==> config.mk <==
export PLATFORM = sky130hd
export DESIGN_NAME = rclw_top
export DESIGN_NICKNAME = d
export VERILOG_FILES = /design/src/hdl/rclw_pkg.sv /design/src/hdl/rclw_top.sv /design/src/hdl/rclw_sync.sv
export SDC_FILE = /design/constraint.sdc
export NUM_CORES = 1
export LEC_CHECK = 0
export BUFFER_PORTS_ARGS = -buffer_cell sky130_fd_sc_hd__buf_2
export CAP_MARGIN = 20
export CORE_ASPECT_RATIO = 1.2
export CORE_MARGIN = 3
export CORE_UTILIZATION = 35
export CTS_BUF_LIST = sky130_fd_sc_hd__clkbuf_16
export CTS_CLUSTER_SIZE = 10
export DETAILED_ROUTE_END_ITERATION = 8
export PLACE_DENSITY = 0.56
export SYNTH_ARGS = -nofsm -noshare
export SYNTH_HDL_FRONTEND = slang
export SYNTH_SLANG_ARGS = --single-unit
==> constraint.sdc <==
create_clock -name mclk -period 3.5 [get_ports mclk]
set_input_delay 0.175 -clock mclk [delete_from_list [all_inputs] [get_ports mclk]]
set_output_delay 0.175 -clock mclk [all_outputs]
set_load 0.05 [all_outputs]
==> src/hdl/rclw_pkg.sv <==
// constants, register map and carrier types for the reset cause / low-voltage / periodic wake block
package rclw_pkg;

	// register byte offsets on the avalon slave
	localparam logic [4:0] RCLW_OFS_CAUSE = 5'h00;
	localparam logic [4:0] RCLW_OFS_PWR = 5'h04;
	localparam logic [4:0] RCLW_OFS_WAKE = 5'h08;
	localparam logic [4:0] RCLW_OFS_IRQ_STAT = 5'h0C;
	localparam logic [4:0] RCLW_OFS_IRQ_MASK = 5'h10;

	// reset cause status bit positions
	localparam int RCLW_CS_POWER_ON = 7;
	localparam int RCLW_CS_PIN = 6;
	localparam int RCLW_CS_WATCHDOG = 5;
	localparam int RCLW_CS_BAD_OPCODE = 4;
	localparam int RCLW_CS_BAD_ADDRESS = 3;
	localparam int RCLW_CS_LOWV = 1;
	localparam logic [7:0] RCLW_CAUSE_POR_VALUE = 8'h82;

	// power management control bit positions
	localparam int RCLW_PW_EVENT_FLAG = 7;
	localparam int RCLW_PW_ACK = 6;
	localparam int RCLW_PW_IRQ_ENABLE = 5;
	localparam int RCLW_PW_RESET_ENABLE = 4;
	localparam int RCLW_PW_DETECT_ENABLE = 3;
	localparam int RCLW_PW_STOP_ENABLE = 2;
	localparam logic RCLW_PW_IRQ_ENABLE_RST = 1'b0;
	localparam logic RCLW_PW_RESET_ENABLE_RST = 1'b1;
	localparam logic RCLW_PW_DETECT_ENABLE_RST = 1'b1;
	localparam logic RCLW_PW_STOP_ENABLE_RST = 1'b0;

	// periodic wake control bit positions
	localparam int RCLW_WK_EVENT_FLAG = 7;
	localparam int RCLW_WK_ACK = 6;
	localparam int RCLW_WK_CLOCK_SELECT = 5;
	localparam int RCLW_WK_IRQ_ENABLE = 4;
	localparam int RCLW_WK_INTERVAL_LSB = 0;
	localparam int RCLW_WK_INTERVAL_W = 3;

	// interrupt status / mask bit positions
	localparam int RCLW_IRQ_LOWV = 0;
	localparam int RCLW_IRQ_WAKE = 1;
	localparam int RCLW_IRQ_W = 2;

	// periodic wake periods in source clock ticks, interval codes 1..7
	localparam int RCLW_WAKE_CNT_W = 10;
	localparam logic [9:0] RCLW_PERIOD_1 = 10'h008;
	localparam logic [9:0] RCLW_PERIOD_2 = 10'h020;
	localparam logic [9:0] RCLW_PERIOD_3 = 10'h040;
	localparam logic [9:0] RCLW_PERIOD_4 = 10'h080;
	localparam logic [9:0] RCLW_PERIOD_5 = 10'h100;
	localparam logic [9:0] RCLW_PERIOD_6 = 10'h200;
	localparam logic [9:0] RCLW_PERIOD_7 = 10'h3FF;

	// reset sources seen in one cycle
	typedef struct packed {
		logic pin;
		logic watchdog;
		logic bad_opcode;
		logic bad_address;
		logic lowv;
		logic debug;
	} rclw_src_t;

	// opcode checks reported by the core
	typedef struct packed {
		logic unimplemented;
		logic stop_exec;
		logic debug_halt_instruction;
	} rclw_opcode_t;

	typedef enum logic {
		RCLW_ST_RUN,
		RCLW_ST_HOLD
	} rclw_state_t;

endpackage

==> src/hdl/rclw_top.sv <==
// reset cause recording, low-voltage reset/interrupt and periodic wakeup timer
//
// What this block does
// - low supply with reset enable forces reset
// - low-voltage reset holds until supply recovers
// - detector and irq enable, reset enable off: set flag, interrupt
// - wake timer counts 1 kHz or external clock
// - wake timer runs in run, wait, stop
// - wake control: flag, acknowledge, 3-bit interval
// - wake interrupt gated by its enable
// - interval zero disables wake, no interrupts
// - debug forced reset clears all cause bits
// - cause register write clears watchdog, keeps contents
// - cause register 8-bit read-only fixed layout
// - cause bits follow sources active at entry
// - low reset pin sets pin cause
// - watchdog timeout resets unless watchdog disabled
// - illegal, disallowed stop or halt opcode resets
// - unimplemented address access resets
// - detector on when enabled, in stop only with stop enable
//
// The placing of the registers and the Avalon-MM interface to the registers were chosen for this implementation.
`timescale 1ns/10ps
`default_nettype none
module rclw_top
	import rclw_pkg::*;
(
	input wire logic mclk,
	input wire logic nrst,
	input wire logic ce,
	// avalon-mm slave
	input wire logic [4:0] avs_address,
	input wire logic avs_read,
	input wire logic avs_write,
	input wire logic [31:0] avs_writedata,
	output logic [31:0] avs_readdata,
	output logic avs_waitrequest,
	// pins and analog outputs, asynchronous
	input wire logic ext_reset_pin_n,
	input wire logic lowv_below_trip,
	input wire logic osc_1khz,
	input wire logic ext_ref_clk,
	// same-clock inputs from the core and system options
	input wire logic stop_mode,
	input wire logic watchdog_timeout_flag,
	input wire logic watchdog_enable,
	input wire rclw_opcode_t opcode_check,
	input wire logic stop_permit,
	input wire logic debug_mode_enable,
	input wire logic bad_address_flag,
	input wire logic debug_forced_reset,
	input wire logic ext_ref_clock_enable,
	input wire logic ext_ref_stop_enable,
	// outputs
	output logic system_reset,
	output logic watchdog_clear,
	output logic lowv_detector_on,
	output logic irq
);

	localparam int SYNC_W = 4;

	logic [SYNC_W-1:0] sync_bits;
	logic pin_low;
	logic lowv_low;
	logic osc_level;
	logic ext_level;

	rclw_sync #(
		.WIDTH(SYNC_W),
		// idle levels: pin high, supply fine, tick sources low, so no false edge after reset
		.RST_VALUE(4'h8)
	) u_sync (
		.mclk(mclk),
		.nrst(nrst),
		.ce(ce),
		.async_in({ext_reset_pin_n, lowv_below_trip, osc_1khz, ext_ref_clk}),
		.sync_out(sync_bits)
	);

	assign pin_low = !sync_bits[3];
	assign lowv_low = sync_bits[2];
	assign osc_level = sync_bits[1];
	assign ext_level = sync_bits[0];

	// register state
	logic [7:0] cause_reg;
	logic lowv_event_flag_reg;
	logic lowv_irq_enable_reg;
	logic lowv_reset_enable_reg;
	logic lowv_detect_enable_reg;
	logic lowv_stop_enable_reg;
	logic wake_flag_reg;
	logic periodic_clock_select_reg;
	logic periodic_irq_enable_reg;
	logic [RCLW_WK_INTERVAL_W-1:0] periodic_interval_select_reg;
	logic [RCLW_IRQ_W-1:0] irq_status_reg;
	logic [RCLW_IRQ_W-1:0] irq_mask_reg;
	rclw_state_t state_reg;

	// bus handshake
	logic req;
	logic take;
	logic wr_take;
	assign req = avs_read || avs_write;
	assign take = req && !avs_waitrequest;
	assign wr_take = take && avs_write;

	function automatic logic at(input logic [4:0] ofs);
		at = wr_take && (avs_address == ofs);
	endfunction

	function automatic logic [9:0] wake_period(input logic [2:0] sel);
		case (sel)
			3'h1: wake_period = RCLW_PERIOD_1;
			3'h2: wake_period = RCLW_PERIOD_2;
			3'h3: wake_period = RCLW_PERIOD_3;
			3'h4: wake_period = RCLW_PERIOD_4;
			3'h5: wake_period = RCLW_PERIOD_5;
			3'h6: wake_period = RCLW_PERIOD_6;
			3'h7: wake_period = RCLW_PERIOD_7;
			default: wake_period = 10'h000;
		endcase
	endfunction

	// one wait state: request seen, answer on the next edge
	always_ff @(posedge mclk or negedge nrst) begin
		if (!nrst) begin
			avs_waitrequest <= 1'b1;
		end else if (ce) begin
			avs_waitrequest <= !(req && avs_waitrequest);
		end
	end

	// low-voltage detector gating
	logic detector_on_now;
	assign detector_on_now = lowv_detect_enable_reg && (!stop_mode || lowv_stop_enable_reg);

	always_ff @(posedge mclk or negedge nrst) begin
		if (!nrst) begin
			lowv_detector_on <= RCLW_PW_DETECT_ENABLE_RST;
		end else if (ce) begin
			lowv_detector_on <= detector_on_now;
		end
	end

	logic lowv_active;
	assign lowv_active = detector_on_now && lowv_low;

	// reset sources this cycle
	rclw_src_t src;
	always_comb begin
		src.pin = pin_low;
		src.watchdog = watchdog_timeout_flag && watchdog_enable;
		src.bad_opcode = opcode_check.unimplemented
			|| (opcode_check.stop_exec && !stop_permit)
			|| (opcode_check.debug_halt_instruction && !debug_mode_enable);
		src.bad_address = bad_address_flag;
		src.lowv = lowv_active && lowv_reset_enable_reg;
		src.debug = debug_forced_reset;
	end

	logic any_src;
	assign any_src = |src;

	// sources that keep the system in reset while present
	logic hold_src;
	assign hold_src = pin_low || (lowv_reset_enable_reg && lowv_active);

	always_ff @(posedge mclk or negedge nrst) begin
		if (!nrst) begin
			state_reg <= RCLW_ST_HOLD;
		end else if (ce) begin
			case (state_reg)
				RCLW_ST_RUN: begin
					if (any_src) begin
						state_reg <= RCLW_ST_HOLD;
					end
				end
				RCLW_ST_HOLD: begin
					if (!hold_src) begin
						state_reg <= RCLW_ST_RUN;
					end
				end
				default: state_reg <= RCLW_ST_HOLD;
			endcase
		end
	end

	always_ff @(posedge mclk or negedge nrst) begin
		if (!nrst) begin
			system_reset <= 1'b1;
		end else if (ce) begin
			case (state_reg)
				RCLW_ST_RUN: system_reset <= any_src;
				RCLW_ST_HOLD: system_reset <= hold_src;
				default: system_reset <= 1'b1;
			endcase
		end
	end

	// cause capture at reset entry; power-on value on nrst
	always_ff @(posedge mclk or negedge nrst) begin
		if (!nrst) begin
			cause_reg <= RCLW_CAUSE_POR_VALUE;
		end else if (ce && state_reg == RCLW_ST_RUN && any_src) begin
			if (src.debug) begin
				cause_reg <= 8'h00;
			end else begin
				cause_reg[RCLW_CS_POWER_ON] <= src.lowv && cause_reg[RCLW_CS_POWER_ON];
				cause_reg[RCLW_CS_PIN] <= src.pin;
				cause_reg[RCLW_CS_WATCHDOG] <= src.watchdog;
				cause_reg[RCLW_CS_BAD_OPCODE] <= src.bad_opcode;
				cause_reg[RCLW_CS_BAD_ADDRESS] <= src.bad_address;
				cause_reg[2] <= 1'b0;
				cause_reg[RCLW_CS_LOWV] <= src.lowv;
				cause_reg[0] <= 1'b0;
			end
		end
	end

	// any write to the cause address pulses the watchdog clear
	always_ff @(posedge mclk or negedge nrst) begin
		if (!nrst) begin
			watchdog_clear <= 1'b0;
		end else if (ce) begin
			watchdog_clear <= at(RCLW_OFS_CAUSE);
		end
	end

	// power management control
	logic lowv_event;
	assign lowv_event = lowv_active && lowv_irq_enable_reg && !lowv_reset_enable_reg;

	always_ff @(posedge mclk or negedge nrst) begin
		if (!nrst) begin
			lowv_irq_enable_reg <= RCLW_PW_IRQ_ENABLE_RST;
			lowv_reset_enable_reg <= RCLW_PW_RESET_ENABLE_RST;
			lowv_detect_enable_reg <= RCLW_PW_DETECT_ENABLE_RST;
			lowv_stop_enable_reg <= RCLW_PW_STOP_ENABLE_RST;
		end else if (ce && at(RCLW_OFS_PWR)) begin
			lowv_irq_enable_reg <= avs_writedata[RCLW_PW_IRQ_ENABLE];
			lowv_reset_enable_reg <= avs_writedata[RCLW_PW_RESET_ENABLE];
			lowv_detect_enable_reg <= avs_writedata[RCLW_PW_DETECT_ENABLE];
			lowv_stop_enable_reg <= avs_writedata[RCLW_PW_STOP_ENABLE];
		end
	end

	// set wins over acknowledge
	always_ff @(posedge mclk or negedge nrst) begin
		if (!nrst) begin
			lowv_event_flag_reg <= 1'b0;
		end else if (ce) begin
			if (lowv_event) begin
				lowv_event_flag_reg <= 1'b1;
			end else if (at(RCLW_OFS_PWR) && avs_writedata[RCLW_PW_ACK]) begin
				lowv_event_flag_reg <= 1'b0;
			end
		end
	end

	// periodic wake control
	always_ff @(posedge mclk or negedge nrst) begin
		if (!nrst) begin
			periodic_clock_select_reg <= 1'b0;
			periodic_irq_enable_reg <= 1'b0;
			periodic_interval_select_reg <= '0;
		end else if (ce && at(RCLW_OFS_WAKE)) begin
			periodic_clock_select_reg <= avs_writedata[RCLW_WK_CLOCK_SELECT];
			periodic_irq_enable_reg <= avs_writedata[RCLW_WK_IRQ_ENABLE];
			periodic_interval_select_reg <=
				avs_writedata[RCLW_WK_INTERVAL_LSB +: RCLW_WK_INTERVAL_W];
		end
	end

	// rising edges of the two tick sources, taken from synchronised levels
	logic osc_prev_reg;
	logic ext_prev_reg;
	always_ff @(posedge mclk or negedge nrst) begin
		if (!nrst) begin
			osc_prev_reg <= 1'b0;
			ext_prev_reg <= 1'b0;
		end else if (ce) begin
			osc_prev_reg <= osc_level;
			ext_prev_reg <= ext_level;
		end
	end

	// external ticks count only while software keeps the reference enabled
	logic ext_allowed;
	assign ext_allowed = ext_ref_clock_enable && (!stop_mode || ext_ref_stop_enable);

	logic tick;
	assign tick = periodic_clock_select_reg
		? (ext_level && !ext_prev_reg && ext_allowed)
		: (osc_level && !osc_prev_reg);

	logic wake_off;
	logic [RCLW_WAKE_CNT_W-1:0] wake_cnt_reg;
	logic wake_event;
	assign wake_off = (periodic_interval_select_reg == '0);
	assign wake_event = !wake_off && tick
		&& (wake_cnt_reg >= wake_period(periodic_interval_select_reg) - 10'h001);

	// counter is not gated by stop or wait mode
	always_ff @(posedge mclk or negedge nrst) begin
		if (!nrst) begin
			wake_cnt_reg <= '0;
		end else if (ce) begin
			if (wake_off || at(RCLW_OFS_WAKE)) begin
				wake_cnt_reg <= '0;
			end else if (wake_event) begin
				wake_cnt_reg <= '0;
			end else if (tick) begin
				wake_cnt_reg <= wake_cnt_reg + 10'h001;
			end
		end
	end

	always_ff @(posedge mclk or negedge nrst) begin
		if (!nrst) begin
			wake_flag_reg <= 1'b0;
		end else if (ce) begin
			if (wake_event) begin
				wake_flag_reg <= 1'b1;
			end else if (at(RCLW_OFS_WAKE) && avs_writedata[RCLW_WK_ACK]) begin
				wake_flag_reg <= 1'b0;
			end
		end
	end

	// sticky interrupt status, write one to clear, set wins
	logic [RCLW_IRQ_W-1:0] irq_set;
	always_comb begin
		irq_set = '0;
		irq_set[RCLW_IRQ_LOWV] = lowv_event;
		irq_set[RCLW_IRQ_WAKE] = wake_event && periodic_irq_enable_reg;
	end

	always_ff @(posedge mclk or negedge nrst) begin
		if (!nrst) begin
			irq_status_reg <= '0;
		end else if (ce) begin
			if (at(RCLW_OFS_IRQ_STAT)) begin
				irq_status_reg <= (irq_status_reg & ~avs_writedata[RCLW_IRQ_W-1:0]) | irq_set;
			end else begin
				irq_status_reg <= irq_status_reg | irq_set;
			end
		end
	end

	always_ff @(posedge mclk or negedge nrst) begin
		if (!nrst) begin
			irq_mask_reg <= '0;
		end else if (ce && at(RCLW_OFS_IRQ_MASK)) begin
			irq_mask_reg <= avs_writedata[RCLW_IRQ_W-1:0];
		end
	end

	always_ff @(posedge mclk or negedge nrst) begin
		if (!nrst) begin
			irq <= 1'b0;
		end else if (ce) begin
			irq <= |((irq_status_reg | irq_set) & irq_mask_reg);
		end
	end

	// read data, registered as the wait state ends
	logic [31:0] rd_next;
	always_comb begin
		rd_next = 32'h0000_0000;
		if (avs_address == RCLW_OFS_CAUSE) begin
			rd_next[7:0] = cause_reg;
		end else if (avs_address == RCLW_OFS_PWR) begin
			rd_next[RCLW_PW_EVENT_FLAG] = lowv_event_flag_reg;
			rd_next[RCLW_PW_IRQ_ENABLE] = lowv_irq_enable_reg;
			rd_next[RCLW_PW_RESET_ENABLE] = lowv_reset_enable_reg;
			rd_next[RCLW_PW_DETECT_ENABLE] = lowv_detect_enable_reg;
			rd_next[RCLW_PW_STOP_ENABLE] = lowv_stop_enable_reg;
		end else if (avs_address == RCLW_OFS_WAKE) begin
			rd_next[RCLW_WK_EVENT_FLAG] = wake_flag_reg;
			rd_next[RCLW_WK_CLOCK_SELECT] = periodic_clock_select_reg;
			rd_next[RCLW_WK_IRQ_ENABLE] = periodic_irq_enable_reg;
			rd_next[RCLW_WK_INTERVAL_LSB +: RCLW_WK_INTERVAL_W] = periodic_interval_select_reg;
		end else if (avs_address == RCLW_OFS_IRQ_STAT) begin
			rd_next[RCLW_IRQ_W-1:0] = irq_status_reg;
		end else if (avs_address == RCLW_OFS_IRQ_MASK) begin
			rd_next[RCLW_IRQ_W-1:0] = irq_mask_reg;
		end
	end

	always_ff @(posedge mclk or negedge nrst) begin
		if (!nrst) begin
			avs_readdata <= 32'h0000_0000;
		end else if (ce && avs_read && avs_waitrequest) begin
			avs_readdata <= rd_next;
		end
	end

endmodule
`default_nettype wire

==> src/hdl/rclw_sync.sv <==
// two-flop synchroniser for pin-level inputs
`timescale 1ns/10ps
`default_nettype none
module rclw_sync #(
	parameter int WIDTH = 4,
	parameter logic [WIDTH-1:0] RST_VALUE = '0
) (
	input wire logic mclk,
	input wire logic nrst,
	input wire logic ce,
	input wire logic [WIDTH-1:0] async_in,
	output logic [WIDTH-1:0] sync_out
);
	logic [WIDTH-1:0] meta_reg;

	initial begin
		if (WIDTH < 1) $error("rclw_sync: WIDTH must be positive");
	end

	always_ff @(posedge mclk or negedge nrst) begin
		if (!nrst) begin
			meta_reg <= RST_VALUE;
			sync_out <= RST_VALUE;
		end else if (ce) begin
			meta_reg <= async_in;
			sync_out <= meta_reg;
		end
	end
endmodule
`default_nettype wire

==> results.sh, run 1 <==
export IMPL_nNetsFinal=426
export IMPL_grt_setup_unrepaired="no"
export IMPL_area_growth_pct=12.6
export IMPL_cts_tree="done"
export IMPL_coreArea_mm2=0.00866
export IMPL_setup_tns_ns=0
export IMPL_fmax_ghz=0.322
export IMPL_grt_pass1_vias=2425
export IMPL_rows=37
export IMPL_worstSkewPairLatency_ns=0.29
export IMPL_die_area_mm2=0.0101
export IMPL_cts_root_buf="clkbuf_16"
export IMPL_yosysTopAreaCell="dfrtp_1"
export IMPL_num_io_pins=95
export IMPL_hold_ws_ns=0.0484
export IMPL_cts_hold_buf=0
export IMPL_grt_overflow=0
export IMPL_synth_compound_area_share_pct=17.3
export IMPL_post_route_period_util_pct=88.7
export IMPL_ys_types=51
export IMPL_diodes=0
export IMPL_first_pass_iters=4
export IMPL_slew_headroom_pct=34.7
export IMPL_ctsResizeCount=0
export IMPL_routabilityCongestion=0.844
export IMPL_max_cap_violations=0
export IMPL_async_reset_ff_share_pct=100
export IMPL_critical_path_max_fanout=12
export IMPL_placed_cell_area_mm2=0.00339
export IMPL_synthMuxAreaShare_pct=8.41
export IMPL_design_area_mm2=0.00353
export IMPL_fp_dieH_um=110
export IMPL_via_per_inst=5.08
export IMPL_syn_cell_area_mm2=0.00314
export IMPL_cp_required_ns=3.68
export IMPL_cts_setup_buffers=0
export IMPL_synth_xor_area_share_pct=0.558
export IMPL_ys_flop_type="dfrtp_1"
export IMPL_chipWidth_um=92.5
export IMPL_portBuffers=45
export IMPL_synth_top_family_by_area="compound AO/OA/AOI/OAI gates"
export IMPL_start_util_pct=36.3
export IMPL_syn_avg_cell_area_um2=10.0
export IMPL_wl_per_cell_um=15.0
export IMPL_cp_data_arrival_time_ns=3.29
export IMPL_crit_type="flip-flop to flip-flop"
export IMPL_synth_area_leaders="dfrtp_1 36%, dfstp_2 7.5%, mux2_2 6.8%, buf_4 6.0%, ha_1 5.2%"
export IMPL_wl_um=7080
export IMPL_cts_path_max_buffers=2
export IMPL_cts_made_buffers=5
export IMPL_synth_seq_cells=54
export IMPL_grt_max_degree=44
export IMPL_drt_iter0_drc=144
export IMPL_synth_top_area_share_pct=35.9
export IMPL_status="finished, final reports clean"
export IMPL_finalHoldViolations=0
export IMPL_seq_area_frac_synth_pct=43.4
export IMPL_synthAdderAreaFrac_pct=5.18
export IMPL_synth_warnings=0
export IMPL_finalCriticalPeriod_ns=3.10
export IMPL_via_count=2401
export IMPL_worst_ir_drop_vdd_uv=259
export IMPL_hpwl_um=5370
export IMPL_cts_clk_slew_worst_paths_ns=0.07
export IMPL_fin_worst_skew_ns=0.00932
export IMPL_ant_nets=0
export IMPL_setup_viol=0
export IMPL_synth_simple_area_share_pct=15.2
export IMPL_tightest_slew_ns=0.979
export IMPL_hold_class="primary input to async pin"
export IMPL_worst_setup_path_start_kind="flip-flop"
export IMPL_grt_use_total_pct=14.5
export IMPL_nFillCells=868
export IMPL_yosysMostFrequentCell="dfrtp_1"
export IMPL_powerDensity_mw_per_mm2=555
export IMPL_drc_errors=0
export IMPL_synth_edf_count=0
export IMPL_grt_pass1_wl_um=11800
export IMPL_h_tree_depth=2
export IMPL_slew_violations=0
export IMPL_largest_register_ff_count=10
export IMPL_synth_cells=313
export IMPL_antenna_found_initial=0
export IMPL_p_leak_nw=1.60
export IMPL_drive_gt1_share_pct=25.6
export IMPL_clock_sinks=54
export IMPL_cp_end_kind="flip-flop"
export IMPL_yosys_top_cells_count="45 x dfrtp_1, 28 x nand2_1, 25 x buf_4"
## cells in the final DEF (no fill, tap or decap), types with 2 or more instances in the layout
cell       count
a41oi_1        2
nand3_1       11
nor4_1         2
nand4_1        7
a31oi_1        2
nand3b_1       3
mux2_2        19
o31ai_1        7
a32oi_1        7
nand2b_1       4
buf_4          3
buf_2         45
dfrtp_1       45
a21oi_1       13
or3_1          3
or2_2          2
nor2_1        10
nor2b_1        4
nand4b_1       2
and2_1         5
nand2_1       28
xnor2_1        2
a221oi_1       2
clkbuf_16      5
o21a_1         5
o21ai_0       19
a22o_1         5
and3_1         2
conb_1        24
ha_1          13
o311ai_2       2
dfstp_2        9
mux2i_1        5
inv_1         20
## worst max-delay path: stages, from the launching register on
cell and delay [ns]:
dfrtp_1 0.60, xnor2_1 0.19, nand2_1 0.12, ha_1 0.24, nand3b_1 0.09, a21oi_1 0.07, a211o_1 0.29, ha_1 0.30
a21oi_1 0.16, o21a_1 0.16, nor2b_1 0.13, buf_4 0.18, nand3b_4 0.16, o31ai_1 0.29
## cells by family (layout without fill, tap and decap cells)
logic type | count (synthesis) | after routing
other | 1 | 24
flip-flops | 54 | 54
AO/OA/AOI/OAI | 75 | 75
AND/OR/NAND/NOR | 88 | 88
XOR/XNOR | 2 | 2
buffers and inverters | 56 | 76
multiplexers | 24 | 24
adder cells (fa/ha/maj) | 13 | 13
## routing by layer
metal  up-vias  routed length, µm  global-route usage (%)
met5         -                  0                       0
met4         0                118                    3.61
met3        11                275                    2.53
met2        64               3700                    26.5
met1      1159               2990                    17.6
li1       1167                  -                       -
## final cells by class
cell class / count / area, µm² / share of cell area, %
multi-input cells: 226 / 1550 / 44.0
well taps: 117 / 146 / 4.14
clock buffers: 5 / 125 / 3.54
flip-flops and latches: 54 / 1360 / 38.5
inverters: 20 / 75.1 / 2.12
clock inverters: 3 / 23.8 / 0.673
repair buffers: 48 / 248 / 7.01
## stage by stage
stage | util (%) | setup WS, ns | power, W | cells
after global placement | 39.1 | 0.449 | 0.00145 | 465
after detailed placement | 39.1 | 0.403 | 0.00148 | 465
after CTS | 40.8 | 0.375 | 0.00199 | 473
final | 40.8 | 0.396 | 0.00196 | 473
after floorplan | - | 0.577 | 0.00132 | 336
after global routing | 40.8 | 0.113 | 0.00211 | 473
## path summary, 6_finish.rpt
kind,startpoint,end,slack (ns),cells past startpoint
min in group mclk,lowv_below_trip,u_sync.meta_reg[2],0.11,2
max in group asynchronous,nrst,lowv_reset_enable_reg,2.64,2
min reg2reg,cause_reg[1],cause_reg[1],0.48,2
min,nrst,wake_cnt_reg[3],0.05,1
max reg2reg,periodic_interval_select_reg[2],wake_cnt_reg[4],0.40,13
max,periodic_interval_select_reg[2],wake_cnt_reg[4],0.40,13
## report_power, final
group | switching (W) | leakage [nW] | internal, W
combinational | 0.000383 | 0.856 | 0.000239
sequential | 0.000107 | 0.666 | 0.000729
clock | 0.000231 | 0.0738 | 0.000271
(Power assumes the default switching activity.)
==> run 2, diff against run 1 <==
--- a/config.mk
+++ b/config.mk
@@ -10,10 +10,10 @@
 export CORE_ASPECT_RATIO = 1.2
 export CORE_MARGIN = 3
 export CORE_UTILIZATION = 35
-export CTS_BUF_LIST = sky130_fd_sc_hd__clkbuf_16
 export CTS_CLUSTER_SIZE = 10
 export DETAILED_ROUTE_END_ITERATION = 8
 export PLACE_DENSITY = 0.56
 export SYNTH_ARGS = -nofsm -noshare
 export SYNTH_HDL_FRONTEND = slang
+export SYNTH_HIERARCHICAL = 1
 export SYNTH_SLANG_ARGS = --single-unit
==> run 2 against run 1 <==
Worst hold slack better by 0.031 ns. Critical path depth did not move. First-iteration DRC count decreased by 48%. Cell area shrank 0.60%. Clock skew is 0.00070 ns lower. Combinational power is 29% lower. Clock power decreased by 11%. Highest routed layer unchanged.
==> results.sh, run 2 <==
export IMPL_cts_tree="done"
export IMPL_clock_sinks=54
export IMPL_placed_cell_area_mm2=0.00339
export IMPL_powerDensity_mw_per_mm2=477
export IMPL_worst_ir_drop_vdd_uv=186
export IMPL_chipWidth_um=92.3
export IMPL_grt_pass1_wl_um=10500
export IMPL_cp_buffers_inverters=0
export IMPL_cts_root_buf="clkbuf_8"
export IMPL_grt_met3_usage_pct=2.33
export IMPL_drive_gt1_share_pct=29.9
export IMPL_ys_flop_type="dfrtp_1"
export IMPL_synth_seq_cells=54
export IMPL_busiest_layer="met2"
export IMPL_cpPeakStageDelay_ns=0.53
export IMPL_worst_setup_path_start_kind="flip-flop"
export IMPL_nFillCells=891
export IMPL_drt_iter0_drc=75
export IMPL_wl_per_cell_um=14.1
export IMPL_grt_overflow=0
export IMPL_setup_tns_ns=0
export IMPL_synth_cells=298
export IMPL_reg2reg_depth=13
export IMPL_grt_use_met1_pct=17.8
export IMPL_routabilityCongestion=0.786
export IMPL_fin_worst_skew_ns=0.00863
export IMPL_grt_util_met2_pct=21.8
export IMPL_finalCriticalPeriod_ns=3.15
export IMPL_crit_type="flip-flop to flip-flop"
export IMPL_hold_class="primary input to flip-flop"
export IMPL_max_cap_violations=0
export IMPL_synth_top_area_share_pct=36.0
export IMPL_cts_clk_slew_worst_paths_ns=0.11
export IMPL_tightest_slew_ns=0.718
export IMPL_cp_top_family="compound AO/OA/AOI/OAI gates"
export IMPL_synth_warnings=6
export IMPL_status="finished, final reports clean"
export IMPL_die_area_mm2=0.0101
export IMPL_p_leak_nw=1.68
export IMPL_grt_max_degree=31
export IMPL_num_io_pins=95
export IMPL_slew_headroom_pct=52.0
export IMPL_syn_avg_cell_area_um2=10.5
export IMPL_syn_cell_area_mm2=0.00313
export IMPL_hpwl_um=4840
export IMPL_setup_viol=0
export IMPL_mostFrequentLayoutCells="45 x dfrtp_1, 45 x buf_2, 26 x nand2_1"
export IMPL_seq_area_frac_synth_pct=43.6
export IMPL_grt_pass1_vias=2102
export IMPL_design_area_mm2=0.00351
export IMPL_synth_edf_count=0
export IMPL_nNetsFinal=415
export IMPL_hold_ws_ns=0.0795
export IMPL_via_per_inst=4.85
export IMPL_largest_register_ff_count=10
export IMPL_grt_setup_unrepaired="no"
export IMPL_cts_path_max_buffers=2
export IMPL_fmax_ghz=0.317
export IMPL_ys_types=54
export IMPL_multiInputGateArea_mm2=0.00157
export IMPL_first_pass_iters=4
export IMPL_path_cells="xnor2_1 > nand2_1 > ha_1 > nand3b_1 > a21oi_1 > a211o_1 > ha_1 > a211oi_1 > nor2_1 > o21ai_0 > a21oi_1 > o21a_2 > nor2_1"
export IMPL_finalHoldViolations=0
export IMPL_ant_nets=0
export IMPL_cp_end_kind="flip-flop"
export IMPL_cp_required_ns=3.70
export IMPL_synth_area_leaders="dfrtp_1 36%, dfstp_2 7.6%, mux2_2 7.2%, buf_4 5.8%, ha_1 5.2%"
export IMPL_regArea_mm2=0.00136
export IMPL_antenna_found_initial=0
export IMPL_portBuffers=45
export IMPL_wl_um=6490
export IMPL_slew_violations=0
export IMPL_cp_slowest_cell="dfrtp_1"
export IMPL_via_count=2240
export IMPL_cp_data_arrival_time_ns=3.35
export IMPL_diodes=0
export IMPL_yosysTopAreaCell="dfrtp_1"
export IMPL_crit_cells=13
export IMPL_start_util_pct=36.1
export IMPL_async_reset_ff_share_pct=100
export IMPL_hold_depth=2
export IMPL_cts_setup_buffers=0
export IMPL_coreArea_mm2=0.00866
export IMPL_grt_use_total_pct=13.2
export IMPL_post_route_period_util_pct=90.0
export IMPL_h_tree_depth=2
export IMPL_critical_path_max_fanout=12
export IMPL_cts_made_buffers=5
export IMPL_fp_dieH_um=110
export IMPL_worstSkewPairLatency_ns=0.32
export IMPL_drc_errors=0
export IMPL_rows=37
export IMPL_yosys_top_cells_count="45 x dfrtp_1, 26 x nand2_1, 24 x buf_4"
export IMPL_yosysMostFrequentCell="dfrtp_1"
export IMPL_area_growth_pct=12.3
run 2: cell types whose count changed in the layout (fill, tap and decap cells not counted), sizes merged, moves of 5 or more:
cell and change:
nor2 +11, o31ai -6, a32oi -5, mux2 +9, xnor2 +8, a21oi -6
inv -8
run 2: what timing repair did:
action                                  4_1_cts  5_1_grt
endpoints found under the setup margin        0        9
hold buffers                                  1        0
endpoints found under the hold margin        25        0
resized for setup                             0        1
run 2: worst reg2reg max path, cell delays in order, from the launching register on:
cell and delay (ns):
dfrtp_1 0.53, xnor2_1 0.27, nand2_1 0.13, ha_1 0.25, nand3b_1 0.10, a21oi_1 0.07
a211o_1 0.28, ha_1 0.29, a211oi_1 0.07, nor2_1 0.14, o21ai_0 0.11, a21oi_1 0.38
o21a_2 0.33, nor2_1 0.08
run 2: area by class of cell:
class,count,area share [%]
Multi-Input combinational cell,220,44.8
Sequential cell,54,38.8
Timing Repair Buffer,50,7.55
Tap cell,117,4.17
Clock buffer,5,1.96
Inverter,13,1.39
Clock inverter,3,1.35
run 2: per-stage QoR:
step           utilization, %  setup WS (ns)  power [W]  instances
3_3_place_gp             39.1          0.294    0.00123        453
6_report                 40.6          0.349    0.00168        462
2_1_floorplan               -          0.694    0.00115        321
4_1_cts                  40.6          0.191    0.00170        462
5_1_grt                  40.6         0.0407    0.00178        462
3_5_place_dp             39.1          0.210    0.00125        453
run 2: logic make-up (layout without fill, tap and decap cells):
family                   after synthesis  after routing  share of synthesized area, %
flip-flops                            54             54                          43.6
buffers and inverters                 47             71                          8.92
adder cells (fa/ha/maj)               13             13                          5.20
other                                  1             24                         0.120
AND/OR/NAND/NOR                       89             89                          15.1
XOR/XNOR                              10             10                          2.80
multiplexers                          30             30                          11.7
AO/OA/AOI/OAI                         54             54                          12.6
run 2: power by group:
part           internal [W]  switching, W  total, W  leakage (nW)
Combinational      0.000177      0.000266  0.000443         0.937
Sequential         0.000715     0.0000723  0.000787         0.688
Clock              0.000217      0.000228  0.000445        0.0587
run 2: final timing paths:
path,startpoint,to,slack [ns]
worst max register to register,periodic_interval_select_reg[2],wake_cnt_reg[8],0.35
min in group asynchronous,nrst,avs_readdata[2],0.43
worst max-delay path,periodic_interval_select_reg[2],wake_cnt_reg[8],0.35
worst min register to register,cause_reg[1],cause_reg[1],0.48
worst min-delay path,ext_reset_pin_n,u_sync/meta_reg[3],0.08
max in group asynchronous,nrst,u_sync/sync_out[3],2.22
run 2: layer usage:
metal / vias to the layer above / wire length [µm]
met1: 1081 / 2960
li1: 1095 / -
met3: 6 / 278
met5: - / 0
met4: 0 / 77
met2: 58 / 3180
